<file path="config.mk">
export PLATFORM = sky130hd
export DESIGN_NAME = dtc_top
export DESIGN_NICKNAME = d
export VERILOG_FILES = /design/src/hw/dtc_pkg.sv /design/src/hw/dtc_top.sv /design/src/hw/dtc_pin_sampler.sv
export SDC_FILE = /design/constraint.sdc
export NUM_CORES = 1
export LEC_CHECK = 0
export ABC_AREA = 1
export BUFFER_PORTS_ARGS = -buffer_cell sky130_fd_sc_hd__buf_2
export CORE_AREA = 5 5 89 91
export DETAILED_ROUTE_END_ITERATION = 6
export DIE_AREA = 0 0 94 96
export GPL_ROUTABILITY_DRIVEN = 0
export MAX_ROUTING_LAYER = met4
export PLACE_DENSITY = 0.87
export SYNTH_ARGS = -nofsm -noshare
export SYNTH_HDL_FRONTEND = slang
export SYNTH_SLANG_ARGS = --single-unit
</file>
<file path="constraint.sdc">
create_clock -name core_clk -period 1.75 [get_ports core_clk]
set_input_delay 0.2625 -clock core_clk [delete_from_list [all_inputs] [get_ports core_clk]]
set_output_delay 0.2625 -clock core_clk [all_outputs]
set_load 0.02 [all_outputs]
</file>
<file path="src/hw/dtc_pkg.sv">
// Function
// RQ1: two independent 16-bit channels, high and low byte, timer or counter
// RQ2: run bit lets selected input step low byte, carries reach flag
// RQ3: setting run bit keeps the stored count and resumes from it
// RQ4: software clears run bit before presetting counts, else undefined
// RQ5: software clears run bit before changing mode or source select
// RQ6: timer source steps once per peripheral cycle of six periods
// RQ7: peripheral clock is oscillator halved, or undivided in double speed
// RQ8: counter samples pin once per cycle, counts high-then-low samples
// RQ9: external driver holds each count pin level one full cycle
// RQ10: gate clear means run bit alone; gate set adds the irq pin
// RQ11: rollover from all ones to zero sets the overflow flag
// RQ12: mode 0 is five-bit prescaler carrying into the eight-bit high byte
// RQ13: mode 0 upper three low-byte bits are undefined and ignored
// RQ14: mode 1 cascades high and low bytes into one 16-bit counter
// RQ15: mode 2 low byte overflow sets flag and reloads from high byte
// RQ16: mode 2 high byte may be written anytime without disturbing count
// RQ17: interrupt service clears that channel's overflow flag in hardware
// RQ18: mode 3 channel 0 low byte uses channel 0 controls normally
// RQ19: mode 3 channel 0 high byte times cycles on channel 1 bits
// RQ20: two-bit mode field selects modes 0 to 3
// RQ21: with gate set, count only while irq pin high and run set
// RQ22: channel 1 matches channel 0 in modes 0, 1 and 2
// RQ23: channel 1 in mode 3 halts and holds its count
// RQ24: overflow flag stays set until service or software clear
package dtc_pkg;

	localparam logic [1:0] MODE_PRESCALE13 = 2'h0;
	localparam logic [1:0] MODE_CASCADE16  = 2'h1;
	localparam logic [1:0] MODE_RELOAD8    = 2'h2;
	localparam logic [1:0] MODE_SPLIT8     = 2'h3;

	localparam int          PER_CYCLE_PERIODS = 6;
	localparam int          PRESCALE_BITS     = 5;
	localparam logic [7:0]  BYTE_ZERO         = 8'h00;
	localparam logic [7:0]  BYTE_ONE          = 8'h01;
	localparam logic        SRC_TIMER         = 1'b0;
	localparam int          CHAN0             = 0;
	localparam int          CHAN1             = 1;

	typedef struct packed {
		logic       run_bit;
		logic       gate_bit;
		logic       source_select;
		logic [1:0] mode;
	} dtc_chan_ctrl_s;

	typedef struct packed {
		logic       valid;
		logic       chan;
		logic       high;
		logic [7:0] data;
	} dtc_byte_wr_s;

	typedef struct packed {
		logic [7:0] low;
		logic [7:0] high;
		logic       ovf;
	} dtc_step_s;

endpackage : dtc_pkg

</file>
<file path="src/hw/dtc_top.sv">
`timescale 1ns/1ps
module dtc_top #(
	parameter int CYCLE_PERIODS = dtc_pkg::PER_CYCLE_PERIODS
) (
	input  wire logic                    core_clk,
	input  wire logic                    reset_n,
	input  wire logic                    double_speed_mode,
	input  wire dtc_pkg::dtc_chan_ctrl_s chan0_ctrl,
	input  wire dtc_pkg::dtc_chan_ctrl_s chan1_ctrl,
	input  wire logic                    count_pin0,
	input  wire logic                    count_pin1,
	input  wire logic                    ext_irq0_pin,
	input  wire logic                    ext_irq1_pin,
	input  wire dtc_pkg::dtc_byte_wr_s   byte_wr,
	input  wire logic [1:0]              flag_clear,
	input  wire logic [1:0]              irq_service_ack,
	output logic [7:0]                   chan0_low_byte,
	output logic [7:0]                   chan0_high_byte,
	output logic [7:0]                   chan1_low_byte,
	output logic [7:0]                   chan1_high_byte,
	output logic                         chan0_overflow_flag,
	output logic                         chan1_overflow_flag
);
	localparam int DIV_W = $clog2(CYCLE_PERIODS + 1);
	localparam logic [DIV_W-1:0] DIV_LAST = DIV_W'(CYCLE_PERIODS - 1);
	localparam logic [DIV_W-1:0] DIV_ZERO = '0;
	localparam logic [DIV_W-1:0] DIV_ONE  = DIV_W'(1);

	initial begin
		if (CYCLE_PERIODS < 2)
			$error("dtc_top: CYCLE_PERIODS must be at least 2");
	end

	// mode 0 keeps the top three bits untouched: they carry no meaning
	function automatic dtc_pkg::dtc_step_s dtc_step(
		input logic [1:0] mode,
		input logic [7:0] lo,
		input logic [7:0] hi
	);
		dtc_pkg::dtc_step_s r;
		logic               carry;
		r     = '{low: lo, high: hi, ovf: 1'b0};
		carry = 1'b0;
		case (mode) // see RQ20
			dtc_pkg::MODE_PRESCALE13: begin
				carry  = &lo[dtc_pkg::PRESCALE_BITS-1:0]; // see RQ12
				r.low  = {lo[7:dtc_pkg::PRESCALE_BITS],
					lo[dtc_pkg::PRESCALE_BITS-1:0]
					+ dtc_pkg::PRESCALE_BITS'(1)}; // see RQ13
				r.high = carry ? hi + dtc_pkg::BYTE_ONE : hi;
				r.ovf  = carry & (&hi); // see RQ11
			end
			dtc_pkg::MODE_CASCADE16: begin
				{r.high, r.low} = {hi, lo} + 16'h0001; // see RQ14
				r.ovf           = &{hi, lo}; // see RQ2
			end
			dtc_pkg::MODE_RELOAD8: begin
				r.ovf = &lo; // see RQ15
				r.low = r.ovf ? hi : lo + dtc_pkg::BYTE_ONE;
			end
			default: begin
				r = '{low: lo, high: hi, ovf: 1'b0}; // see RQ23
			end
		endcase
		return r;
	endfunction : dtc_step

	// gate clear: run alone; gate set: irq pin must be high too
	function automatic logic dtc_enabled(
		input dtc_pkg::dtc_chan_ctrl_s c,
		input logic                    irq_level
	);
		return c.run_bit & (~c.gate_bit | irq_level); // see RQ10 RQ21
	endfunction : dtc_enabled

	// peripheral clock and cycle enables
	logic             half_phase;
	logic [DIV_W-1:0] per_div;
	logic             cycle_tick;

	wire per_clk_en = double_speed_mode | half_phase; // see RQ7
	wire div_wrap   = per_clk_en & (per_div == DIV_LAST);
	wire [DIV_W-1:0] next_per_div = div_wrap ? DIV_ZERO
		: (per_clk_en ? per_div + DIV_ONE : per_div);

	always_ff @(posedge core_clk or negedge reset_n) begin
		if (!reset_n) begin
			half_phase <= 1'b0;
			per_div    <= DIV_ZERO;
			cycle_tick <= 1'b0;
		end else begin
			half_phase <= ~half_phase;
			per_div    <= next_per_div;
			cycle_tick <= div_wrap; // see RQ6
		end
	end

	// pin sampling
	wire [1:0] count_fall;
	wire [1:0] irq_level;

	dtc_pin_sampler #(.WIDTH(2)) u_count_pins (
		.core_clk  (core_clk),
		.reset_n   (reset_n),
		.sample_en (cycle_tick),
		.pin_in    ({count_pin1, count_pin0}),
		.pin_level (),
		.pin_fall  (count_fall)
	);

	// irq pins only need their level; sampled every clock
	dtc_pin_sampler #(.WIDTH(2)) u_irq_pins (
		.core_clk  (core_clk),
		.reset_n   (reset_n),
		.sample_en (1'b1),
		.pin_in    ({ext_irq1_pin, ext_irq0_pin}),
		.pin_level (irq_level),
		.pin_fall  ()
	);

	// event selection
	wire split0 = chan0_ctrl.mode == dtc_pkg::MODE_SPLIT8;
	wire halt1  = chan1_ctrl.mode == dtc_pkg::MODE_SPLIT8;

	wire src0 = (chan0_ctrl.source_select == dtc_pkg::SRC_TIMER)
		? cycle_tick : count_fall[dtc_pkg::CHAN0]; // see RQ1 RQ8
	wire src1 = (chan1_ctrl.source_select == dtc_pkg::SRC_TIMER)
		? cycle_tick : count_fall[dtc_pkg::CHAN1];

	wire en0 = dtc_enabled(chan0_ctrl, irq_level[dtc_pkg::CHAN0]);
	// while channel 0 is split, channel 1 loses its run bit and gate;
	// it then runs freely and only mode 3 stops it
	wire en1 = split0 ? 1'b1
		: dtc_enabled(chan1_ctrl, irq_level[dtc_pkg::CHAN1]); // see RQ23

	wire inc0    = en0 & src0; // see RQ2
	wire inc1    = en1 & src1 & ~halt1; // see RQ22 RQ23
	// high half of a split channel 0 is a pure timer on the chan 1 run bit
	wire inc0_hi = split0 & cycle_tick & chan1_ctrl.run_bit; // see RQ19

	// counting
	wire dtc_pkg::dtc_step_s step0 = dtc_step(chan0_ctrl.mode,
		chan0_low_byte, chan0_high_byte);
	wire dtc_pkg::dtc_step_s step1 = dtc_step(chan1_ctrl.mode,
		chan1_low_byte, chan1_high_byte);

	// split mode: each half of channel 0 is a plain 8-bit counter
	wire [7:0] split_lo  = chan0_low_byte + dtc_pkg::BYTE_ONE; // see RQ18
	wire       split_lo_ovf = &chan0_low_byte;
	wire [7:0] split_hi  = chan0_high_byte + dtc_pkg::BYTE_ONE;
	wire       split_hi_ovf = &chan0_high_byte;

	wire [7:0] cnt0_lo = split0 ? split_lo : step0.low;
	wire [7:0] cnt0_hi = split0 ? split_hi : step0.high;

	// software writes beat counting for the byte they hit
	wire wr0_lo = byte_wr.valid & ~byte_wr.chan & ~byte_wr.high;
	wire wr0_hi = byte_wr.valid & ~byte_wr.chan &  byte_wr.high;
	wire wr1_lo = byte_wr.valid &  byte_wr.chan & ~byte_wr.high;
	wire wr1_hi = byte_wr.valid &  byte_wr.chan &  byte_wr.high;

	// run bit never loads the counters: value held until an event
	wire [7:0] next_chan0_low = wr0_lo ? byte_wr.data
		: (inc0 ? cnt0_lo : chan0_low_byte); // see RQ3
	// a mode 2 reload never writes the high byte
	wire hi0_count = split0 ? inc0_hi : inc0;
	wire [7:0] next_chan0_high = wr0_hi ? byte_wr.data
		: (hi0_count ? cnt0_hi : chan0_high_byte); // see RQ16
	wire [7:0] next_chan1_low = wr1_lo ? byte_wr.data
		: (inc1 ? step1.low : chan1_low_byte);
	wire [7:0] next_chan1_high = wr1_hi ? byte_wr.data
		: (inc1 ? step1.high : chan1_high_byte); // see RQ16

	// overflow flags
	wire set0 = inc0 & (split0 ? split_lo_ovf : step0.ovf); // see RQ11
	// with channel 0 split, channel 1 overflows raise no flag
	wire set1 = (inc0_hi & split_hi_ovf)
		| (inc1 & ~split0 & step1.ovf); // see RQ19

	wire clr0 = flag_clear[dtc_pkg::CHAN0]
		| irq_service_ack[dtc_pkg::CHAN0]; // see RQ17
	wire clr1 = flag_clear[dtc_pkg::CHAN1]
		| irq_service_ack[dtc_pkg::CHAN1];

	// a set in the clearing cycle is kept
	wire next_flag0 = set0 | (chan0_overflow_flag & ~clr0); // see RQ24
	wire next_flag1 = set1 | (chan1_overflow_flag & ~clr1); // see RQ24

	always_ff @(posedge core_clk or negedge reset_n) begin
		if (!reset_n) begin
			chan0_low_byte  <= dtc_pkg::BYTE_ZERO;
			chan0_high_byte <= dtc_pkg::BYTE_ZERO;
			chan1_low_byte  <= dtc_pkg::BYTE_ZERO;
			chan1_high_byte <= dtc_pkg::BYTE_ZERO;
		end else begin
			chan0_low_byte  <= next_chan0_low;
			chan0_high_byte <= next_chan0_high;
			chan1_low_byte  <= next_chan1_low;
			chan1_high_byte <= next_chan1_high;
		end
	end

	always_ff @(posedge core_clk or negedge reset_n) begin
		if (!reset_n) begin
			chan0_overflow_flag <= 1'b0;
			chan1_overflow_flag <= 1'b0;
		end else begin
			chan0_overflow_flag <= next_flag0;
			chan1_overflow_flag <= next_flag1;
		end
	end

endmodule : dtc_top

</file>
<file path="src/hw/dtc_pin_sampler.sv">
`timescale 1ns/1ps
module dtc_pin_sampler #(
	parameter int WIDTH = 2
) (
	input  wire logic             core_clk,
	input  wire logic             reset_n,
	input  wire logic             sample_en,
	input  wire logic [WIDTH-1:0] pin_in,
	output logic      [WIDTH-1:0] pin_level,
	output logic      [WIDTH-1:0] pin_fall
);
	logic [WIDTH-1:0] sync1;
	logic [WIDTH-1:0] prev_sample;
	wire  [WIDTH-1:0] next_fall = prev_sample & ~pin_level;

	initial begin
		if (WIDTH < 1) $error("dtc_pin_sampler: WIDTH below 1");
	end

	// sync1 feeds pin_level only
	always_ff @(posedge core_clk or negedge reset_n) begin
		if (!reset_n) begin
			sync1     <= '0;
			pin_level <= '0;
		end else begin
			sync1     <= pin_in;
			pin_level <= sync1;
		end
	end

	// one sample per peripheral cycle; fall needs two samples
	always_ff @(posedge core_clk or negedge reset_n) begin
		if (!reset_n) begin
			prev_sample <= '0;
			pin_fall    <= '0;
		end else if (sample_en) begin
			prev_sample <= pin_level;
			pin_fall    <= next_fall; // see RQ8
		end else begin
			pin_fall    <= '0;
		end
	end
endmodule : dtc_pin_sampler

</file>
==> impl_metrics.toml, run 1 <==
[final_layout]
multiInputGateArea_um2 = 2340
layout.nets = 688
fillCellCount = 598
final_layout_size_suffix_gt1_share_pct = 26.8
post-route-util_pct = 66.7
diodes = 0
regArea_um2 = 1280
instances_no_fill = 740
syn_to_final_growth_pct = 22.0

[logic_synthesis]
netlist.area_leader.share_pct = 33.1
synth_top_family_by_area = "simple AND/OR/NAND/NOR gates"
synthSimpleGateAreaFrac_pct = 37.5
syn_inst = 544
netlist_area_um2 = 3860
ys_warn_count = 0
post-synth-top-count-cell = "nand2_1"
synthMuxAreaShare_pct = 0
synth_common_cells = "148 x nand2_1, 75 x inv_1, 74 x nand3_1"
syn_nets = 592
synthXorXnorAreaFrac_pct = 2.04
synth-seq-cells = 51
synth_area_leaders = "dfrtp_1 33%, nand2_1 14%, nand3_1 9.6%, inv_1 7.3%, ha_1 5.2%"
synth_compound_area_share_pct = 12.8
async_reset_ff_share_pct = 100
syn_avg_cell_area_um2 = 7.09
synth_edf_count = 0
ys_types = 42
synth-seq-area-share_pct = 33.1
synthAdderAreaFrac_pct = 5.19
synth_flop_cell = "dfrtp_1"
synth_top_area_cell = "dfrtp_1"

[placed_design]
io_buffers = 65
dp.final_hpwl_mm = 8.65
dp_cells = 726
dpl_worst_slack_ns = 0.00291

[worst_setup_path]
reg2reg_from = "chan0_low_byte[1]"
crit_end = "chan0_high_byte[0]"
r2r_slack_ns = 0.05
cp-start-kind = "flop"
critPathMaxFanout = 6
rr_worst_depth = 10
path_cells = "ha_4 > nand2_4 > nor2_4 > ha_4 > nor2_2 > o21ai_2 > nand2_2 > nor2_4 > nand3_2 > nand3_2"
critPathKind = "reg2reg"
cp_slowest_cell = "dfrtp_2"
rr_endpoint = "chan0_high_byte[0]"
critPathMaxStageDelay_ns = 0.41
cp.required_ns = 2.01
crit_path_start = "chan0_low_byte[1]"
cp.arrival_ns = 1.96
crit_path_end_kind = "flop"

[power]
p_int_uw = 2540
clkPwrFrac_pct = 15.0
p_leak_uw = 0.00245
power_density_nw_per_um2 = 976
pwr-share-seq_pct = 39.0
combPwrFrac_pct = 46.0
p_switching_uw = 2050
swShare_pct = 44.7
max-vdd-ir-drop_v = 0.000685

[routing]
first_pass_iters = 6
vias = 4186
top_layer = "met4"
post-route-drc-count = 0
postRouteWirelength_mm = 11.5
postRouteAntennaNets = 0
dr_wl_met2_mm = 5.65
drtIter0Drc = 326
met3_length_mm = 1.11
wl_met1_mm = 4.32
avgViaCountPerCell = 5.66
routedWlPerCell_um = 15.5

[clocking]
worst_setup_hold_path_clk_slew_ns = 0.10
tritoncts = "yes"
clock_sinks = 51
h-tree-depth = 2
cts_inserted_buffers = 5
clockBufferDepth = 2
root_buffer = "clkbuf_8"
clock_latency_ns = 0.31

[global_route]
grt_remaining_overflow = 0
gr-usage-all-layers_pct = 26.0
antenna_found_initial = 0
grt_pass1_vias = 4141
grt_max_degree = 27
grt_pass1_wl_mm = 18.1

[hold_path]
hp-class = "in2reg"

[flow_run]
max_cap_violations = 0

[run_status]
outcome = "completed"

[floorplan]
fp.coreArea_um2 = 7060
die_w_um = 94
io_pins = 66
dieArea_um2 = 9020
fp.dieH_um = 96
num_rows = 31
initial_core_util_pct = 54.6

[sta]
layout_setup_ws_ns = 0.0462
finalHoldViolCount = 0
drv_slew = 0
worstMarginPinSlew_ns = 0.378
fmax_ghz = 0.587
fin_crit_ns = 1.70
min_period_over_period_pct = 97.4
relSlewSlack_pct = 74.6
finalSetupViolations = 0
rsz0062_at_grt = "yes"
finClkSkew_ns = 0.00887
through the flow:
| stage | hold WS [ns] | power (uW) | cell area (um2) | setup TNS [ns] |
|---|---|---|---|---|
| 6_report | 0.0543 | 4590 | 4710 | 0 |
| 5_1_grt | 0.0381 | 4890 | 4710 | -0.254 |
| 3_5_place_dp | 0.191 | 3690 | 4450 | 0 |
| 3_3_place_gp | 0.189 | 3600 | 4450 | 0 |
| 4_1_cts | 0.0507 | 4380 | 4550 | 0 |
| 2_1_floorplan | -0.0331 | 2990 | 3860 | 0 |
flip-flops by register name, indices dropped and copies added, names as in the netlist, 2 cells and up:
signal                    count
chan0_high_byte               8
chan0_low_byte                8
chan1_high_byte               8
chan1_low_byte                8
per_div                       3
u_count_pins.pin_fall         2
u_count_pins.pin_level        2
u_count_pins.prev_sample      2
u_count_pins.sync1            2
u_irq_pins.pin_level          2
u_irq_pins.sync1              2
cell usage in the layout (no fill, tap or decap), drive strengths merged, types with 6 or more instances in the layout:
cell	instances
ha	16
nand3	79
inv	84
o211ai	6
a21oi	16
nor2	41
nor3	12
buf	93
nand4	12
clkbuf	6
nand2	155
o21ai	42
dfrtp	51
xor2	6
kinds of logic (layout without fill, tap and decap cells):
family	Yosys count	after routing
flops	51	51
simple gates	303	303
xor+xnor	9	9
compound gates	76	76
buf+inv	89	186
fa+ha+maj	16	16
layer usage:
metal,global-route usage (%),vias to the layer above
met5,-,-
met4,13.2,0
met3,4.77,49
met2,42.8,254
met1,30.6,1914
li1,-,1969
worst max-delay path, delay by kind of cell (launching register included):
| family | cells | cell delay (ns) |
|---|---|---|
| AO/OA/AOI/OAI | 1 | 0.14 |
| adder cells (fa/ha/maj) | 2 | 0.32 |
| AND/OR/NAND/NOR | 7 | 0.79 |
| flip-flops | 1 | 0.41 |
power by group through the flow:
stage	registers, uW	logic [uW]	clock network [uW]
3_5_place_dp	1770	1930	0
4_1_cts	1750	1940	698
5_1_grt	1830	2320	753
2_1_floorplan	1980	1020	0
3_3_place_gp	1750	1860	0
6_report	1790	2110	690
worst min path at each step:
| stage | from | endpoint | slack [ns] | depth (start not counted) |
|---|---|---|---|---|
| CTS | count_pin1 | u_count_pins.sync1[1] | 0.05 | 1 |
| global route | count_pin1 | u_count_pins.sync1[1] | 0.04 | 1 |
| global placement | reset_n | chan0_overflow_flag | 0.19 | 1 |
| floorplan | reset_n | chan0_high_byte[0] | -0.03 | 0 |
| finish | count_pin1 | u_count_pins.sync1[1] | 0.05 | 1 |
| detailed placement | reset_n | chan0_overflow_flag | 0.19 | 1 |
area by class of cell:
cell class	instances	share of cell area [%]
inverters	84	6.75
clock buffers	6	1.54
flip-flops and latches	51	27.3
repair buffers	94	11.9
clock inverters	2	0.266
well taps	99	2.63
multi-input cells	404	49.7
what timing repair did:
action                     4_1_cts  5_1_grt
buffers inserted                 0        5
hold endpoints to repair        12        0
hold buffers                     1        0
setup endpoints to repair        3       19
pin swaps                        1       12
resized for setup                1       27
Note: power is estimated with default switching activity, not from simulation.
==> inputs of run 2 (changes only) <==
--- a/config.mk
+++ b/config.mk
@@ -13,6 +13,7 @@
 export GPL_ROUTABILITY_DRIVEN = 0
 export MAX_ROUTING_LAYER = met4
 export PLACE_DENSITY = 0.87
+export RECOVER_POWER = 25
 export SYNTH_ARGS = -nofsm -noshare
 export SYNTH_HDL_FRONTEND = slang
 export SYNTH_SLANG_ARGS = --single-unit
==> impl_metrics.toml, run 2 (synthesis results as in run 1) <==
[clocking]
tritoncts = "yes"
clock_latency_ns = 0.31
cts_inserted_buffers = 5
clock_sinks = 51
h-tree-depth = 2
root_buffer = "clkbuf_8"
worst_setup_hold_path_clk_slew_ns = 0.10
clockBufferDepth = 2

[final_layout]
syn_to_final_growth_pct = 21.6
fillCellCount = 600
final_layout_size_suffix_gt1_share_pct = 26.4
layout.nets = 688
fin_area_um2 = 4690
layout_commonest_cell = "nand2_1"
layout_common_cells = "144 x nand2_1, 76 x inv_1, 69 x nand3_1"
diodes = 0
post-route-util_pct = 66.4

[worst_setup_path]
critPathMaxStageDelay_ns = 0.41
critPathMaxFanout = 6
cp-start-kind = "flop"
path_cells = "ha_4 > nand2_4 > nor2_4 > ha_4 > nor2_2 > o21ai_2 > nand2_2 > nor2_4 > nand3_2 > nand3_1"
crit_path_end_kind = "flop"
cp_slowest_cell = "dfrtp_2"
critPathKind = "reg2reg"
rr_worst_depth = 10
cp.required_ns = 2.00
rr_endpoint = "chan0_high_byte[1]"
cp.arrival_ns = 1.95
r2r_slack_ns = 0.05
reg2reg_from = "chan0_low_byte[1]"

[sta]
fin_crit_ns = 1.70
worstMarginPinSlew_ns = 0.777
finClkSkew_ns = 0.00743
finalHoldViolCount = 0
rsz0062_at_grt = "yes"
hold_slack_ns = 0.0549
finalSetupViolations = 0
setup_tns_ns = 0
min_period_over_period_pct = 97.4
fmax_ghz = 0.587
relSlewSlack_pct = 48.2
drv_slew = 0

[hold_path]
holdCritStartpoint = "count_pin1"
hp-class = "in2reg"
hold_path_end = "u_count_pins.sync1[1]"
whs_path_depth = 1

[routing]
postRouteWirelength_mm = 11.4
first_pass_iters = 6
drtIter0Drc = 297
postRouteAntennaNets = 0
avgViaCountPerCell = 5.67
post-route-drc-count = 0
routedWlPerCell_um = 15.5
vias = 4195

[placed_design]
placed_cell_area_um2 = 4450
io_buffers = 65
dp.final_hpwl_mm = 8.65

[run_status]
outcome = "completed"

[power]
max-vdd-ir-drop_v = 0.000686
power_density_nw_per_um2 = 977
p_leak_uw = 0.00243

[global_route]
grt_max_degree = 27
antenna_found_initial = 0
grtUsageMet3_pct = 4.77
grt.busiest_layer = "met2"
use_met2_pct = 42.8
grt_pass1_wl_mm = 18.1
grt_remaining_overflow = 0
gr-usage-all-layers_pct = 26.0
grt_pass1_vias = 4141
use_met1_pct = 30.6

[floorplan]
io_pins = 66
fp.dieH_um = 96
num_rows = 31
initial_core_util_pct = 54.6
dieArea_um2 = 9020
fp.coreArea_um2 = 7060
die_w_um = 94

[flow_run]
max_cap_violations = 0
run 2: cell types whose count changed in the layout (fill, tap and decap cells not counted), sizes merged:
cell / change
buf: -3
clkbuf: +3
run 2: how the worst max path moves through the flow:
stage,start,end,slack [ns],cells past startpoint
floorplan,chan0_low_byte[0],chan0_high_byte[0],0.04,11
global placement,chan0_low_byte[1],chan0_high_byte[2],0.08,11
detailed placement,chan0_low_byte[1],chan0_high_byte[1],0.003,11
CTS,chan0_low_byte[1],chan0_high_byte[1],0.0002,10
global route,chan0_low_byte[1],chan0_high_byte[0],-0.05,10
finish,chan0_low_byte[1],chan0_high_byte[1],0.05,10
run 2: through the flow:
stage	setup slack (ns)	std cells	total power, uW
final	0.0458	740	4580
after floorplan	0.0395	544	2990
after detailed placement	0.00291	726	3690
after global routing	-0.0461	740	4880
after global placement	0.0802	726	3600
after CTS	0.000244	735	4380
run 2: layout make-up:
cell class	instances	area, um2	share of cell area [%]
Clock inverter	2	12.5	0.267
Inverter	84	318	6.78
Tap cell	99	124	2.64
Timing Repair Buffer	94	541	11.5
Multi-Input combinational cell	404	2340	49.9
Sequential cell	51	1280	27.4
Clock buffer	6	72.6	1.55
run 2: critical path, delay by kind of cell (launching register included):
kind | cells | cell delay, ns
adders and majority gates | 2 | 0.31
and+or+nand+nor | 7 | 0.78
DFF | 1 | 0.41
AOI/OAI and AO/OA | 1 | 0.15
run 2: layer usage:
metal / vias to the layer above / wire length, um
li1: 1964 / -
met5: - / 0
met3: 52 / 1030
met2: 250 / 5610
met1: 1929 / 4340
met4: 0 / 459
run 2: repair_timing:
action | CTS | global route
endpoints found under the setup margin | 3 | 19
pin swaps | 1 | 12
hold buffers | 1 | 0
buffers inserted | 0 | 5
endpoints found under the hold margin | 12 | 0
gates resized for setup | 1 | 27
run 2: where the power goes:
group	total [uW]	switching, uW	internal [uW]	leakage [uW]
combinational	2100	1300	804	0.00177
clock	688	407	281	0.0000412
sequential	1790	341	1450	0.000624
==> inputs of run 3 (changes only) <==
--- a/config.mk
+++ b/config.mk
@@ -7,12 +7,13 @@
 export LEC_CHECK = 0
 export ABC_AREA = 1
 export BUFFER_PORTS_ARGS = -buffer_cell sky130_fd_sc_hd__buf_2
-export CORE_AREA = 5 5 89 91
+export CORE_AREA = 5 5 87 89
+export CTS_BUF_LIST = sky130_fd_sc_hd__clkbuf_8
 export DETAILED_ROUTE_END_ITERATION = 6
-export DIE_AREA = 0 0 94 96
+export DIE_AREA = 0 0 92 94
 export GPL_ROUTABILITY_DRIVEN = 0
 export MAX_ROUTING_LAYER = met4
-export PLACE_DENSITY = 0.87
+export PLACE_DENSITY = 0.9
 export RECOVER_POWER = 25
 export SYNTH_ARGS = -nofsm -noshare
 export SYNTH_HDL_FRONTEND = slang
==> impl_metrics.toml, run 3 (synthesis results as in run 1) <==
[run_status]
outcome = "finished, violations left"
violations = "DRC, setup timing"

[floorplan]
num_rows = 30
dieArea_um2 = 8650
die_w_um = 92
io_pins = 66
fp.coreArea_um2 = 6680
fp.dieH_um = 94
initial_core_util_pct = 57.7

[hold_path]
hp-class = "in2reg"

[routing]
postRouteWirelength_mm = 11.7
postRouteAntennaNets = 0
drtIter0Drc = 405
vias = 4280
first_pass_iters = 7
avgViaCountPerCell = 5.88
post-route-drc-count = 3
routedWlPerCell_um = 16.1

[worst_setup_path]
cp_top_family = "simple AND/OR/NAND/NOR gates"
critPathMaxStageDelay_ns = 0.43
critPathMaxFanout = 6
crit_path_end_kind = "flop"
cp.required_ns = 2.00
path_cells = "ha_4 > nand2_4 > nor2_4 > ha_4 > nand2_2 > o21ai_2 > nand3_4 > nor2_4 > o21a_1 > o21ai_1 > nand2_1"
critPathKind = "reg2reg"
path_buf_inv = 0
cp-start-kind = "flop"
cp.arrival_ns = 2.03
cp_slowest_cell = "dfrtp_2"

[sta]
finClkSkew_ns = 0.00418
drv_slew = 0
finalSetupViolations = 1
finalHoldViolCount = 0
min_period_over_period_pct = 102
fin_crit_ns = 1.78
fmax_ghz = 0.561
layout_setup_ws_ns = -0.0310
worstMarginPinSlew_ns = 0.642
hold_slack_ns = 0.0500
relSlewSlack_pct = 57.2
rsz0062_at_grt = "yes"

[clocking]
clock_latency_ns = 0.31
h-tree-depth = 2
cts_inserted_buffers = 5
worst_setup_hold_path_clk_slew_ns = 0.10
root_buffer = "clkbuf_8"
clockBufferDepth = 2
clock_sinks = 51
tritoncts = "yes"

[final_layout]
multiInputGateArea_um2 = 2280
layout_common_cells = "142 x nand2_1, 77 x inv_1, 74 x nand3_1"
regArea_um2 = 1280
syn_to_final_growth_pct = 21.4
fillCellCount = 525
final_layout_size_suffix_gt1_share_pct = 26.1
post-route-util_pct = 70.1
fin_area_um2 = 4680
instances_no_fill = 728
diodes = 0
layout.nets = 695
layout_commonest_cell = "nand2_1"

[power]
max-vdd-ir-drop_v = 0.000752
power_density_nw_per_um2 = 987
p_leak_uw = 0.00247

[global_route]
grt_pass1_vias = 4117
grt_pass1_wl_mm = 19.0
grt_remaining_overflow = 0
antenna_found_initial = 0
gr-usage-all-layers_pct = 28.0
grt_max_degree = 26

[placed_design]
dp_cells = 710
io_buffers = 65
dpl_worst_slack_ns = -0.0331
dp.final_hpwl_mm = 8.65
placed_cell_area_um2 = 4450

[flow_run]
max_cap_violations = 0
==> run 3: worst register-to-register path, stage by stage, from the launching register on <==
cell and delay, ns:
dfrtp_2 0.43, ha_4 0.16, nand2_4 0.05, nor2_4 0.13, ha_4 0.14, nand2_2 0.05, o21ai_2 0.08, nand3_4 0.13
nor2_4 0.21, o21a_1 0.17, o21ai_1 0.09, nand2_1 0.09
==> run 3: path summary, 6_finish.rpt <==
kind,to,cells after the start,slack [ns],start
worst max-delay path,chan1_high_byte[1],11,-0.03,chan1_low_byte[1]
worst min-delay path,u_irq_pins.sync1[0],1,0.05,ext_irq0_pin
worst max register to register,chan1_high_byte[1],11,-0.03,chan1_low_byte[1]
worst min register to register,u_count_pins.pin_level[0],0,0.35,u_count_pins.sync1[0]
max in group asynchronous,chan0_low_byte[0],3,0.68,reset_n
min in group asynchronous,u_irq_pins.pin_level[0],2,0.51,reset_n
==> run 3: through the flow <==
| step | setup TNS [ns] | total power, uW |
|---|---|---|
| after floorplan | 0 | 2990 |
| after global placement | 0 | 3660 |
| after detailed placement | -0.188 | 3750 |
| after CTS | 0 | 4490 |
| after global routing | -0.266 | 4930 |
| final | -0.0310 | 4620 |
==> run 3: area by class of cell <==
type	count	share of cell area [%]
clock inverter	2	0.267
multi-input combinational	404	48.6
clock buffer	6	1.76
sequential	51	27.4
timing repair buffer	101	13.0
tap	80	2.14
inverter	84	6.79
==> run 3: where the power goes <==
part / internal (uW) / total, uW / switching [uW]
combinational: 821 / 2140 / 1320
sequential: 1450 / 1750 / 300
clock: 320 / 735 / 415
==> run 3: timing repair <==
action	4_1_cts	5_1_grt
gates resized for setup	3	14
pin swaps	4	9
setup endpoints to repair	9	19
hold endpoints to repair	23	0
setup buffers	6	3
hold buffers	1	0
==> run 3: layer usage <==
layer / GRT usage, % / share of wire (%)
met5: - / 0
met4: 13.2 / 4.7
met3: 5.05 / 11
met2: 46.8 / 48
met1: 33.0 / 36
